[src/logic/scd_consts.vh]
`ifndef SCD_CONSTS_VH
`define SCD_CONSTS_VH

// register byte offsets
`define SCD_OFS_STATUS 12'h050
`define SCD_OFS_PRIMARY 12'h060
`define SCD_OFS_EXTENDED 12'h070
`define SCD_OFS_GATE 12'h100
`define SCD_OFS_DSLP 12'h144

// primary_clock_config fields
`define SCD_PRI_MAIN_CRYSTAL_OSCILLATOR_DIS 0
`define SCD_PRI_INTERNAL_RC_OSCILLATOR_DIS 1
`define SCD_PRI_SRC_LO 4
`define SCD_PRI_SRC_HI 5
`define SCD_PRI_CRYSTAL_SELECT_FIELD_LO 6
`define SCD_PRI_CRYSTAL_SELECT_FIELD_HI 10
`define SCD_PRI_SKIP 11
`define SCD_PRI_PWRDN 13
`define SCD_PRI_PWM_DIVISOR_FIELD_LO 17
`define SCD_PRI_PWM_DIVISOR_FIELD_HI 19
`define SCD_PRI_USEPWM 20
`define SCD_PRI_DIV_LO 23
`define SCD_PRI_DIV_HI 26
`define SCD_PRI_RESET 32'h07802b91

// extended_clock_config fields
`define SCD_EXT_SRC_LO 4
`define SCD_EXT_SRC_HI 6
`define SCD_EXT_SKIP 11
`define SCD_EXT_PWRDN 13
`define SCD_EXT_DIV_LO 23
`define SCD_EXT_DIV_HI 28
`define SCD_EXT_OVR 31
`define SCD_EXT_RESET 32'h07802810

// deep_sleep_clock_config fields
`define SCD_DSL_SRC_LO 4
`define SCD_DSL_SRC_HI 6
`define SCD_DSL_DIV_LO 23
`define SCD_DSL_DIV_HI 28
`define SCD_DSL_RESET 32'h07800010

// source select codes
`define SCD_SRC_MAIN 3'h0
`define SCD_SRC_INT 3'h1
`define SCD_SRC_INT_DIV4 3'h2
`define SCD_SRC_INT30K 3'h3
`define SCD_SRC_RTC 3'h7

// pll relock count in main oscillator cycles
`define SCD_PLL_LOCK_COUNT 13'h1200

`endif

[src/logic/scd_clock_control.v]
//------------------------------------------------------------
// How it works
//------------------------------------------------------------
// How it works
// - core clock runs from internal oscillator during and after reset.
// - selector also offers pll output and internal oscillator divided by four.
// - with pll skipped, codes 0..3 pick main, internal, internal/4, 30 kHz.
// - pll skipped and extended source 0x7 picks the real-time oscillator.
// - only main oscillator feeds the pll, with skip 0 and source 0.
// - extended register fields replace primary fields while override is on.
// - override enable bit in extended register decides the override.
// - pwm clock is a synchronous division of core clock by pwm divisor.
// - every peripheral clock has its own gate on the core clock.
// - skip bit chooses whether pll or oscillator gets divided.
// - pll path halves the vco before the divisor.
// - division ratio is divisor encoding plus one.
// - skipped pll divides by two for code 0; divisor resets to 0xf.
// - registers hold sleep sources, pll choice, enables, divisors, crystal.
// - deep sleep may take source and divisor from its own register.
// - pll used only after 0x1200 main oscillator cycles of relock.
// - extended divisor is two bits wider, up to divide by 64.
//
// Our own choices: the APB register port and the register offsets.
`timescale 1ns/10ps
`include "scd_consts.vh"

module scd_clock_control #(
  parameter NUM_PERIPH = 8
) (
  // apb slave
  input wire pclk,
  input wire presetn,
  input wire [11:0] paddr,
  input wire psel,
  input wire penable,
  input wire pwrite,
  input wire [31:0] pwdata,
  output reg [31:0] prdata,
  output reg pready,
  output reg pslverr,
  // raw clock sources and mode
  input wire main_osc_in,
  input wire int_osc_in,
  input wire int30k_osc_in,
  input wire rtc_osc_in,
  input wire pll_vco_in,
  input wire deep_sleep_in,
  // generated clocks and controls
  output reg core_clock,
  output reg core_tick,
  output reg pwm_tick,
  output reg [NUM_PERIPH-1:0] periph_clock,
  output reg main_osc_enable,
  output reg int_osc_enable,
  output reg pll_enable,
  output reg [4:0] crystal_select,
  output reg pll_ready
);

  //------------------------------------------------------------
  // input synchronisers
  //------------------------------------------------------------
  reg [5:0] sync1_r;
  reg [5:0] sync2_r;
  reg [5:0] prev_r;
  // each raw source is a level here; a rise seen after two flops counts one source cycle
  wire [5:0] rise = sync2_r & ~prev_r;

  always @(posedge pclk or negedge presetn) begin
    if (!presetn) begin
      sync1_r <= 6'h00;
      sync2_r <= 6'h00;
      prev_r <= 6'h00;
    end else begin
      sync1_r <= {deep_sleep_in, pll_vco_in, rtc_osc_in, int30k_osc_in, int_osc_in, main_osc_in};
      sync2_r <= sync1_r;
      prev_r <= sync2_r;
    end
  end

  wire main_rise = rise[0];
  wire int_rise = rise[1];
  wire slow_rise = rise[2];
  wire rtc_rise = rise[3];
  wire vco_rise = rise[4];
  wire in_deep_sleep = sync2_r[5];

  //------------------------------------------------------------
  // registers
  //------------------------------------------------------------
  reg [31:0] pri_r;
  reg [31:0] ext_r;
  reg [31:0] dsl_r;
  reg [NUM_PERIPH-1:0] gate_r;

  // no wait states: pready always follows the setup cycle by one edge
  wire setup = psel & ~penable;
  wire wr = psel & penable & pready & pwrite;
  wire hit = (paddr == `SCD_OFS_STATUS) || (paddr == `SCD_OFS_PRIMARY) || (paddr == `SCD_OFS_EXTENDED) ||
             (paddr == `SCD_OFS_GATE) || (paddr == `SCD_OFS_DSLP);

  //------------------------------------------------------------
  // read path
  //------------------------------------------------------------
  reg [31:0] rd_nxt;
  reg [2:0] act_src_r;
  reg act_pll_r;
  reg [12:0] lock_cnt_r;
  wire lock_done = (lock_cnt_r == 13'h0000);
  // status: bit 0 pll in use, bits 3:1 active source, bit 4 relock finished
  wire [31:0] status_word = {27'h0000000, lock_done, act_src_r, act_pll_r};

  always @* begin
    rd_nxt = 32'h00000000;
    if (paddr == `SCD_OFS_STATUS) begin
      rd_nxt = status_word;
    end else if (paddr == `SCD_OFS_PRIMARY) begin
      rd_nxt = pri_r;
    end else if (paddr == `SCD_OFS_EXTENDED) begin
      rd_nxt = ext_r;
    end else if (paddr == `SCD_OFS_GATE) begin
      rd_nxt[NUM_PERIPH-1:0] = gate_r;
    end else if (paddr == `SCD_OFS_DSLP) begin
      rd_nxt = dsl_r;
    end
  end

  always @(posedge pclk or negedge presetn) begin
    if (!presetn) begin
      pready <= 1'b0;
      prdata <= 32'h00000000;
      pslverr <= 1'b0;
      pri_r <= `SCD_PRI_RESET;
      ext_r <= `SCD_EXT_RESET;
      dsl_r <= `SCD_DSL_RESET;
      gate_r <= {NUM_PERIPH{1'b0}};
    end else begin
      pready <= setup;
      // the error flag stands only beside pready, never past the access cycle
      pslverr <= setup & ~hit;
      if (setup) begin
        prdata <= rd_nxt;
      end
      if (wr) begin
        if (paddr == `SCD_OFS_PRIMARY) begin
          pri_r <= pwdata;
        end else if (paddr == `SCD_OFS_EXTENDED) begin
          ext_r <= pwdata;
        end else if (paddr == `SCD_OFS_GATE) begin
          gate_r <= pwdata[NUM_PERIPH-1:0];
        end else if (paddr == `SCD_OFS_DSLP) begin
          dsl_r <= pwdata;
        end
      end
    end
  end

  //------------------------------------------------------------
  // effective configuration
  //------------------------------------------------------------
  wire ovr = ext_r[`SCD_EXT_OVR];
  // extended fields win over primary fields whenever the override bit is set
  wire eff_skip = ovr ? ext_r[`SCD_EXT_SKIP] : pri_r[`SCD_PRI_SKIP];
  wire eff_pwrdn = ovr ? ext_r[`SCD_EXT_PWRDN] : pri_r[`SCD_PRI_PWRDN];
  wire [2:0] run_src = ovr ? ext_r[`SCD_EXT_SRC_HI:`SCD_EXT_SRC_LO] : {1'b0, pri_r[`SCD_PRI_SRC_HI:`SCD_PRI_SRC_LO]};
  wire [5:0] run_div = ovr ? ext_r[`SCD_EXT_DIV_HI:`SCD_EXT_DIV_LO] : {2'b00, pri_r[`SCD_PRI_DIV_HI:`SCD_PRI_DIV_LO]};
  wire [2:0] eff_src = in_deep_sleep ? dsl_r[`SCD_DSL_SRC_HI:`SCD_DSL_SRC_LO] : run_src;
  wire [5:0] eff_div = in_deep_sleep ? dsl_r[`SCD_DSL_DIV_HI:`SCD_DSL_DIV_LO] : run_div;
  // the pll runs only when the main oscillator is its reference
  wire pll_on = ~eff_pwrdn & (eff_src == `SCD_SRC_MAIN);
  // pll path is held off until the relock count expires
  wire want_pll = ~eff_skip & pll_on & lock_done;

  //------------------------------------------------------------
  // pll relock counter on main oscillator edges
  //------------------------------------------------------------
  // counted in main oscillator edges, so relock time follows the crystal, not pclk
  reg [4:0] crystal_select_field_prev_r;
  reg pll_on_prev_r;

  always @(posedge pclk or negedge presetn) begin
    if (!presetn) begin
      lock_cnt_r <= `SCD_PLL_LOCK_COUNT;
      crystal_select_field_prev_r <= 5'h00;
      pll_on_prev_r <= 1'b0;
    end else begin
      crystal_select_field_prev_r <= pri_r[`SCD_PRI_CRYSTAL_SELECT_FIELD_HI:`SCD_PRI_CRYSTAL_SELECT_FIELD_LO];
      pll_on_prev_r <= pll_on;
      // rewriting the same crystal value does not restart the count
      if ((crystal_select_field_prev_r != pri_r[`SCD_PRI_CRYSTAL_SELECT_FIELD_HI:`SCD_PRI_CRYSTAL_SELECT_FIELD_LO]) || (pll_on & ~pll_on_prev_r) || !pll_on) begin
        lock_cnt_r <= `SCD_PLL_LOCK_COUNT;
      end else if (main_rise && lock_cnt_r != 13'h0000) begin
        lock_cnt_r <= lock_cnt_r - 13'h0001;
      end
    end
  end

  //------------------------------------------------------------
  // source ticks: internal/4 and halved vco
  //------------------------------------------------------------
  // a source faster than pclk/2 loses edges in the synchroniser
  reg [1:0] int_q_r;
  reg vco_half_r;

  always @(posedge pclk or negedge presetn) begin
    if (!presetn) begin
      int_q_r <= 2'b00;
      vco_half_r <= 1'b0;
    end else begin
      if (int_rise) begin
        int_q_r <= int_q_r + 2'b01;
      end
      if (vco_rise) begin
        vco_half_r <= ~vco_half_r;
      end
    end
  end

  reg src_tick;
  always @* begin
    src_tick = 1'b0;
    if (act_pll_r) begin
      src_tick = vco_rise & vco_half_r;
    end else begin
      case (act_src_r)
        `SCD_SRC_MAIN: src_tick = main_rise;
        `SCD_SRC_INT: src_tick = int_rise;
        `SCD_SRC_INT_DIV4: src_tick = int_rise & (int_q_r == 2'b11);
        `SCD_SRC_INT30K: src_tick = slow_rise;
        `SCD_SRC_RTC: src_tick = rtc_rise;
        default: src_tick = int_rise;
      endcase
    end
  end

  //------------------------------------------------------------
  // core divider, reconfigured only at period end
  //------------------------------------------------------------
  reg [5:0] act_div_r;
  reg [5:0] div_cnt_r;
  reg [2:0] pwm_cnt_r;
  wire period_end = src_tick && (div_cnt_r >= act_div_r);
  // a skipped pll treats code 0 as divide by two
  wire [5:0] next_div = (!want_pll && eff_div == 6'h00) ? 6'h01 : eff_div;
  // summed at seven bits: a divide by 64 would otherwise wrap to zero and never raise core_clock
  wire [6:0] div_len = {1'b0, act_div_r} + 7'h01;
  wire [5:0] half = div_len[6:1];
  wire [5:0] cnt_nxt = src_tick ? (period_end ? 6'h00 : div_cnt_r + 6'h01) : div_cnt_r;
  wire clk_nxt = (cnt_nxt < half);
  wire [2:0] pwm_enc = pri_r[`SCD_PRI_PWM_DIVISOR_FIELD_HI:`SCD_PRI_PWM_DIVISOR_FIELD_LO];
  wire [2:0] pwm_mask = (pwm_enc > 3'h5) ? 3'h7 : (pwm_enc[1] ? 3'h3 : 3'h1);
  wire pwm_hit = ((pwm_cnt_r & pwm_mask) == pwm_mask);

  always @(posedge pclk or negedge presetn) begin
    if (!presetn) begin
      act_src_r <= `SCD_SRC_INT;
      act_pll_r <= 1'b0;
      act_div_r <= 6'h0f;
      div_cnt_r <= 6'h00;
      pwm_cnt_r <= 3'h0;
      core_clock <= 1'b0;
      core_tick <= 1'b0;
      pwm_tick <= 1'b0;
      periph_clock <= {NUM_PERIPH{1'b0}};
    end else begin
      div_cnt_r <= cnt_nxt;
      core_clock <= clk_nxt;
      core_tick <= period_end;
      periph_clock <= {NUM_PERIPH{clk_nxt}} & gate_r;
      if (period_end) begin
        act_pll_r <= want_pll;
        act_src_r <= eff_src;
        act_div_r <= next_div;
        pwm_cnt_r <= pwm_cnt_r + 3'h1;
      end
      // unused divisor passes every core period through
      pwm_tick <= period_end & (~pri_r[`SCD_PRI_USEPWM] | pwm_hit);
    end
  end

  //------------------------------------------------------------
  // oscillator and pll control outputs
  //------------------------------------------------------------
  // decoded from the configuration, pll_ready also from the relock count, registered so each pin comes from a flop
  always @(posedge pclk or negedge presetn) begin
    if (!presetn) begin
      main_osc_enable <= 1'b0;
      int_osc_enable <= 1'b1;
      pll_enable <= 1'b0;
      crystal_select <= 5'h00;
      pll_ready <= 1'b0;
    end else begin
      main_osc_enable <= ~pri_r[`SCD_PRI_MAIN_CRYSTAL_OSCILLATOR_DIS];
      int_osc_enable <= ~pri_r[`SCD_PRI_INTERNAL_RC_OSCILLATOR_DIS];
      pll_enable <= pll_on;
      crystal_select <= pri_r[`SCD_PRI_CRYSTAL_SELECT_FIELD_HI:`SCD_PRI_CRYSTAL_SELECT_FIELD_LO];
      pll_ready <= pll_on & lock_done;
    end
  end

endmodule // scd_clock_control

[config.mk]
export PLATFORM = sky130hd
export DESIGN_NAME = scd_clock_control
export DESIGN_NICKNAME = d
export VERILOG_FILES = /design/src/logic/scd_clock_control.v
export VERILOG_INCLUDE_DIRS = /design/src /design/src/logic
export SDC_FILE = /design/constraint.sdc
export NUM_CORES = 1
export LEC_CHECK = 0
export BUFFER_PORTS_ARGS = -buffer_cell sky130_fd_sc_hd__buf_2
export CAP_MARGIN = 20
export CELL_PAD_IN_SITES_DETAIL_PLACEMENT = 1
export CELL_PAD_IN_SITES_GLOBAL_PLACEMENT = 2
export CORE_MARGIN = 2
export CORE_UTILIZATION = 40
export CTS_CLUSTER_SIZE = 28
export DETAILED_ROUTE_END_ITERATION = 8
export GPL_TIMING_DRIVEN = 0
export PLACE_DENSITY = 0.88
export SLEW_MARGIN = 30
export SYNTH_ARGS = -nofsm -noshare
export SYNTH_HDL_FRONTEND = slang
export SYNTH_SLANG_ARGS = --single-unit
[constraint.sdc]
create_clock -name pclk -period 5.1 [get_ports pclk]
set_input_delay 0.51 -clock pclk [delete_from_list [all_inputs] [get_ports pclk]]
set_output_delay 0.51 -clock pclk [all_outputs]
set_load 0.005 [all_outputs]
==> results of run 1 <==
==> path summary, 6_finish.rpt <==
path                                    start               to  slack [ns]  depth (start not counted)
worst max-delay path             act_div_r[2]  periph_clock[7]        0.72                         15
worst min-delay path            deep_sleep_in       sync1_r[5]         0.1                          1
worst max register to register   act_div_r[2]  periph_clock[7]        0.72                         15
worst min register to register     sync1_r[5]       sync2_r[5]        0.35                          0
max in group asynchronous             presetn    lock_cnt_r[9]        3.83                          3
min in group asynchronous             presetn       prdata[29]        0.49                          2
==> worst reg2reg max path, cell delays in order, from the launching register on <==
cell      delay [ns]
dfstp_2         0.58
inv_1           0.09
ha_1            0.30
a21o_1          0.11
a31oi_1         0.04
o21ai_1         0.49
and3b_1         0.24
clkbuf_1        0.15
buf_2           0.21
a22o_1          0.25
ha_1            0.31
a21o_1          0.16
a21oi_1         0.61
clkbuf_1        0.40
nand2_1         0.10
o22ai_1         0.24
==> synth_stat cells (9+ instances only) <==
library cell	count
nor3_1	9
mux2_4	30
nand3_1	13
inv_1	19
ha_1	16
nor2_1	25
o21ai_0	38
buf_2	15
mux2_2	85
a22oi_1	54
nand2b_1	11
o22ai_1	9
dfstp_2	31
clkbuf_1	17
nand2_1	31
xnor2_1	18
dfrtp_1	179
==> power breakdown <==
part	leakage [nW]	switching, mW	total (mW)	internal [mW]
clock	0.373	0.676	1.67	0.998
combinational	2.09	0.286	0.492	0.205
sequential	2.73	0.0795	1.85	1.77
==> metrics by stage <==
stage / instance area (um2) / cells
floorplan: 9370 / 724
detailed placement: 10400 / 1147
global route: 11100 / 1193
CTS: 11100 / 1192
finish: 11100 / 1193
global placement: 10300 / 1145
==> layout make-up <==
| class | instances | area, um2 |
|---|---|---|
| buffer | 36 | 180 |
| fill | 2444 | 11700 |
| tap | 313 | 392 |
| clock inverter | 5 | 53.8 |
| antenna | 1 | 2.50 |
| clock buffer | 39 | 708 |
| sequential | 210 | 5290 |
| inverter | 19 | 71.3 |
| timing repair buffer | 111 | 616 |
| multi-input combinational | 459 | 3830 |
==> per-layer routing <==
layer  global-route usage  vias to the layer above  share of wire
met3               0.0306                       36          0.043
met2                0.343                      120           0.50
met4               0.0645                        0          0.018
met5                    0                        -              0
met1                0.269                     3325           0.43
li1                     -                     2947              -
==> what timing repair did <==
item / in CTS / in global routing
hold buffers: 1 / 0
hold endpoints to repair: 40 / 0
endpoints found under the setup margin: 0 / 0
==> registers in the layout (all words and copies together) (netlist names), 2 cells and up <==
| signal | cells |
|---|---|
| pwm_cnt_r | 3 |
| sync2_r | 6 |
| pri_r | 32 |
| prev_r | 5 |
| sync1_r | 6 |
| gate_r | 8 |
| ext_r | 32 |
| div_cnt_r | 6 |
| lock_cnt_r | 13 |
| periph_clock | 8 |
| dsl_r | 32 |
| int_q_r | 2 |
| prdata | 32 |
| crystal_select | 5 |
| act_div_r | 6 |
| act_src_r | 3 |
==> cells by family after synthesis <==
| family | synth area share |
|---|---|
| AO/OA/AOI/OAI | 0.111 |
| XOR/XNOR | 0.0215 |
| adder cells (fa/ha/maj) | 0.0214 |
| buffers and inverters | 0.0268 |
| flip-flops | 0.565 |
| multiplexers | 0.161 |
| AND/OR/NAND/NOR | 0.0926 |
==> key figures, run 1 <==
Status
  – Status: finished, final reports clean

Timing
  – Setup slack after layout: 0.721 ns
  – Slew Limit Fails: 0
  – Hold Fails Final Rpt: 0
  – Worst rel slew slack: 0.460
  – Final worst path period share: 0.859
  – Setup tns final: 0 ns
  – Worst-Margin Slew: 0.803 ns
  – Final min period: 4.38 ns
  – Setup violations, final: 0
  – Max Fclk: 228 MHz
  – RSZ-0062 raised after global routing: false
  – Final hold slack: 0.0969 ns
  – Final Skew: 0.0170 ns

Global routing
  – Tot GR Track Use: 0.202
  – Initial antenna violation count: 1
  – First-pass GRT wire length: 39.0 mm
  – Largest net degree at the start of global routing: 88
  – Congestion Overflow GR: 0
  – Number of global-route vias before repair: 6971

Clock tree
  – Resize count post-CTS: 0
  – CTS tree: done
  – Clock slew at reported path FFs: 0.06 ns
  – CTS sink count: 210
  – Maximum root-to-sink buffer count: 3
  – Setup Fix Bufs, Post-CTS: 0
  – CTS root buffer: clkbuf_16
  – Num CTS Buffers: 24
  – Worst-Skew Late Latency: 0.51 ns
  – H-tree Lvls: 1

Pwr
  – Pwr Total: 4.01 mW
  – Power Density: 360 nW/um2
  – Pleak: 5.19 nW
  – VDD IR max: 0.266 mV

Worst setup path
  – CP required: 5.50 ns
  – Bufs and invs on worst path: 4
  – Setup crit start kind: flop
  – Critical Path, Cell by Cell: inv_1, ha_1, a21o_1, a31oi_1, o21ai_1, and3b_1, clkbuf_1, buf_2, a22o_1, ha_1, a21o_1, a21oi_1, clkbuf_1, nand2_1, o22ai_1
  – Crit Path Max Fanout: 10
  – Endpoint class of the critical path: flop
  – Crit path max-delay family: compound AO/OA/AOI/OAI gates
  – Critical path's slowest cell: a21oi_1
  – Crit path DAT: 4.78 ns
  – Worst setup path class: reg -> reg
  – Slowest stage delay, CP: 0.61 ns

Cells and area
  – Core Util, Final: 0.488
  – Fin nets: 932
  – Layout cells sized above 1: 0.369
  – Commonest non-fill, non-tap cell in the layout: dfrtp_1
  – Most frequent cells in the layout: dfrtp_1, buf_2, mux2_2
  – P&R area growth vs syn: 19.0%

Drt
  – Vias: 6428
  – DRC: 0
  – Drt initial violations: 332
  – Vias per std cell: 5.39
  – Final wirelength: 24.6 mm
  – Drt pass-1 iters: 4
  – WL/cell: 20.7 um
  – Post-DRT Antenna Nets: 0

Place
  – GPL Wtd Cong: 0.796
  – Hpwl dp: 16.7 mm
  – Dpl ws: 0.755 ns
  – Buffers on Ports: 108

Synthesis
  – Synth Register Bits: 210
  – Async S/R FF share, synth: 1.00
  – Syn Nets: 795
  – Synth top area share: 0.478
  – Post-Syn Area per Cell: 12.9 um2
  – Synthesized area: 9370 um2
  – Synth unique cells: 65
  – Area leader, netlist: dfrtp_1
  – Synth top area cells: dfrtp_1, mux2_2, dfstp_2, mux2_4, a22oi_1
  – Post-synthesis sequential area ratio: 0.565
  – Ys flop type: dfrtp_1
  – Warnings, synthesis: 0
  – Post-Syn Instances: 724
  – Number of synthesized flops with an enable pin: 0

Flow run
  – Max-Cap Viols: 0

Die
  – Die height: 157 um
  – Ports: 109
  – Die width: 157 um
  – Core area: 22800 um2
  – Starting Density: 0.410
  – Total Die Area: 24700 um2
  – # rows: 55

Min path
  – Hold Crit Class: in -> reg
Note: power is estimated with default switching activity, not from simulation.
==> run 2, diff against run 1 <==
--- a/config.mk
+++ b/config.mk
@@ -6,16 +6,17 @@
 export SDC_FILE = /design/constraint.sdc
 export NUM_CORES = 1
 export LEC_CHECK = 0
+export ABC_AREA = 1
 export BUFFER_PORTS_ARGS = -buffer_cell sky130_fd_sc_hd__buf_2
 export CAP_MARGIN = 20
 export CELL_PAD_IN_SITES_DETAIL_PLACEMENT = 1
 export CELL_PAD_IN_SITES_GLOBAL_PLACEMENT = 2
 export CORE_MARGIN = 2
-export CORE_UTILIZATION = 40
+export CORE_UTILIZATION = 25
 export CTS_CLUSTER_SIZE = 28
 export DETAILED_ROUTE_END_ITERATION = 8
 export GPL_TIMING_DRIVEN = 0
-export PLACE_DENSITY = 0.88
+export PLACE_DENSITY = 0.68
 export SLEW_MARGIN = 30
 export SYNTH_ARGS = -nofsm -noshare
 export SYNTH_HDL_FRONTEND = slang
==> run 2 against run 1 <==
Count of clock-buffer cells in the layout is 2 higher. Maximum frequency is 45% higher. Flip-flop and latch count stayed put. Register-to-register slack better by 1.4 ns. Wire length is 19% higher. Cell area is 1.5% higher.
==> key figures, run 2 <==
Place
  – Dpl ws: 2.06 ns (was 0.755 ns)
  – GPL Wtd Cong: 0.748 (was 0.796)
  – Inst Count DP: 1646 (was 1147)
  – Hpwl dp: 21.1 mm (was 16.7 mm)
  – Placed inst area: 10500 um2 (was 10400 um2)
  – Buffers on Ports: 108 (unchanged)

Timing
  – Worst rel slew slack: 0.462 (was 0.460)
  – Max Fclk: 331 MHz (was 228 MHz)
  – Final Skew: 0.0331 ns (was 0.0170 ns)
  – Setup slack after layout: 2.08 ns (was 0.721 ns)
  – Setup violations, final: 0 (unchanged)
  – Final hold slack: 0.100 ns (was 0.0969 ns)
  – Final min period: 3.02 ns (was 4.38 ns)
  – Slew Limit Fails: 0 (unchanged)
  – Hold Fails Final Rpt: 0 (unchanged)
  – RSZ-0062 raised after global routing: false (unchanged)
  – Final worst path period share: 0.593 (was 0.859)
  – Worst-Margin Slew: 0.804 ns (was 0.803 ns)

Worst setup path
  – Crit Path Max Fanout: 10 (unchanged)
  – Cells on worst reg2reg path: 15 (unchanged)
  – Reg2reg start: act_div_r[3] (was act_div_r[2])
  – Reg2Reg Capture Point: periph_clock[4] (was periph_clock[7])
  – Crit path DAT: 3.43 ns (was 4.78 ns)
  – Setup crit start kind: flop (unchanged)
  – CP required: 5.50 ns (about the same)
  – Worst setup path class: reg -> reg (unchanged)
  – CP Launch Point: act_div_r[3] (was act_div_r[2])
  – Reg-to-reg slack, setup: 2.08 ns (was 0.72 ns)
  – Endpoint class of the critical path: flop (unchanged)

Pwr
  – VDD IR max: 0.205 mV (was 0.266 mV)
  – Pleak: 5.51 nW (was 5.19 nW)
  – Pwr Total: 4.12 mW (was 4.01 mW)
  – Power Density: 365 nW/um2 (was 360 nW/um2)

Cells and area
  – P&R area growth vs syn: 21.2% (was 19.0%)
  – Finished Layout Cells: 1692 (was 1193)
  – Post-route cell area: 11300 um2 (was 11100 um2)
  – Most frequent cells in the layout: nand2_1, dfrtp_1, o21ai_0 (was dfrtp_1, buf_2, mux2_2)
  – Commonest non-fill, non-tap cell in the layout: nand2_1 (was dfrtp_1)
  – Fin nets: 1277 (was 932)
  – Layout cells sized above 1: 0.199 (was 0.369)
  – # diodes: 0 (was 1)

Synthesis
  – Synth top area cells: dfrtp_1, nand2_1, dfstp_2, o21ai_0, inv_1 (was dfrtp_1, mux2_2, dfstp_2, mux2_4, a22oi_1)
  – Top-count cell post-synth: nand2_1 (was dfrtp_1)
  – Warnings, synthesis: 0 (unchanged)
  – Post-Syn Instances: 1068 (was 724)
  – Number of synthesized flops with an enable pin: 0 (unchanged)
  – Post-Syn Area per Cell: 8.74 um2 (was 12.9 um2)
  – Synth Register Bits: 210 (unchanged)
  – Async S/R FF share, synth: 1.00 (unchanged)
  – Area leader, netlist: dfrtp_1 (unchanged)
  – Ys flop type: dfrtp_1 (unchanged)
  – Most frequent cells after synthesis: nand2_1, dfrtp_1, o21ai_0, inv_1, nor2_1 (was dfrtp_1, mux2_2, a22oi_1, o21ai_0)
  – Synthesized area: 9330 um2 (was 9370 um2)
  – Synth unique cells: 47 (was 65)
  – Post-synthesis sequential area ratio: 0.567 (was 0.565)
  – Synth top area share: 0.480 (was 0.478)
  – Syn Nets: 1139 (was 795)

Drt
  – Drt pass-1 iters: 4 (unchanged)
  – Final wirelength: 29.2 mm (was 24.6 mm)
  – Drt initial violations: 299 (was 332)
  – Post-DRT Antenna Nets: 0 (unchanged)
  – WL/cell: 17.3 um (was 20.7 um)
  – Vias per std cell: 4.48 (was 5.39)
  – Vias: 7579 (was 6428)
  – DRC: 0 (unchanged)

Clock tree
  – CTS tree: done (unchanged)
  – Resize count post-CTS: 0 (unchanged)
  – # hold bufs at CTS: 1 (unchanged)
  – Worst-Skew Late Latency: 0.54 ns (was 0.51 ns)
  – Num CTS Buffers: 25 (was 24)
  – CTS sink count: 210 (unchanged)
  – Maximum root-to-sink buffer count: 3 (unchanged)
  – H-tree Lvls: 1 (unchanged)
  – CTS root buffer: clkbuf_16 (unchanged)
  – Clock slew at reported path FFs: 0.06 ns (about the same)
  – Setup Fix Bufs, Post-CTS: 0 (unchanged)

Global routing
  – Initial antenna violation count: 0 (was 1)
  – Largest net degree at the start of global routing: 80 (was 88)
  – First-pass GRT wire length: 47.0 mm (was 39.0 mm)
  – Congestion Overflow GR: 0 (unchanged)
  – Tot GR Track Use: 0.154 (was 0.202)
  – Number of global-route vias before repair: 8176 (was 6971)

Die
  – Total Die Area: 38900 um2 (was 24700 um2)
  – Core area: 36700 um2 (was 22800 um2)
  – Die height: 197 um (was 157 um)
  – Ports: 109 (unchanged)
  – Starting Density: 0.254 (was 0.410)
  – # rows: 70 (was 55)
  – Die width: 197 um (was 157 um)

Status
  – Status: finished, final reports clean (unchanged)

Min path
  – Hold Crit Class: in -> reg (unchanged)
  – Hold path cells: 1 (unchanged)
  – WHS Endpoint: sync1_r[4] (was sync1_r[5])
  – Hold_sp: pll_vco_in (was deep_sleep_in)

Flow run
  – Max-Cap Viols: 0 (unchanged)
[run 2: routing by layer]
layer  vias to the layer above  wire length, um  global-route usage  share of wire
met3                        35              844              0.0201          0.029
met5                         -                0                   0              0
met1                      3750            13900               0.211           0.48
met4                         0              733              0.0409          0.025
li1                       3690                -                   -              -
met2                       104            13700               0.258           0.47
[run 2: final cells by class]
type,instances,area (um2)
Timing Repair Buffer,111,616
Sequential cell,210,5290
Fill cell,4307,25400
Buffer,38,211
Clock buffer,41,756
Tap cell,468,586
Clock inverter,4,23.8
Multi-Input combinational cell,700,3370
Inverter,120,450
[run 2: cells by family (layout without fill, tap and decap cells)]
| kind of cell | Yosys count | in the layout | share of synthesized area |
|---|---|---|---|
| compound gates | 219 | 219 | 0.128 |
| simple gates | 451 | 451 | 0.199 |
| buf+inv | 158 | 314 | 0.0709 |
| flops | 210 | 210 | 0.567 |
| fa+ha+maj | 16 | 16 | 0.0215 |
| mux | 1 | 1 | 0.00121 |
| xor+xnor | 13 | 13 | 0.0122 |
[run 2: worst max path at each step]
stage	end	slack, ns
finish	periph_clock[4]	2.08
global route	periph_clock[1]	1.88
CTS	periph_clock[1]	2.04
detailed placement	periph_clock[1]	2.06
global placement	prdata[30]	-0.44
floorplan	periph_clock[0]	2.69
[run 2: stage by stage]
stage / utilization / setup TNS, ns
floorplan: - / 0
global placement: 0.285 / -74.58
detailed placement: 0.287 / 0
CTS: 0.308 / 0
global route: 0.308 / 0
finish: 0.308 / 0
[run 2: worst max-delay path: stages, from the launching register on]
cell	delay (ns)
dfstp_2	0.56
inv_1	0.07
ha_1	0.31
a21oi_1	0.13
o21a_1	0.13
nand2_1	0.07
nand2_1	0.09
buf_4	0.18
buf_6	0.16
nand2_1	0.06
nor2_1	0.16
ha_1	0.27
a21oi_1	0.14
o21a_1	0.16
nand2_2	0.17
nor2_1	0.26
[run 2: where the power goes]
part	switching [mW]	leakage (nW)	internal (mW)
logic	0.384	2.37	0.207
registers	0.0612	2.75	1.76
clock network	0.710	0.385	1.00
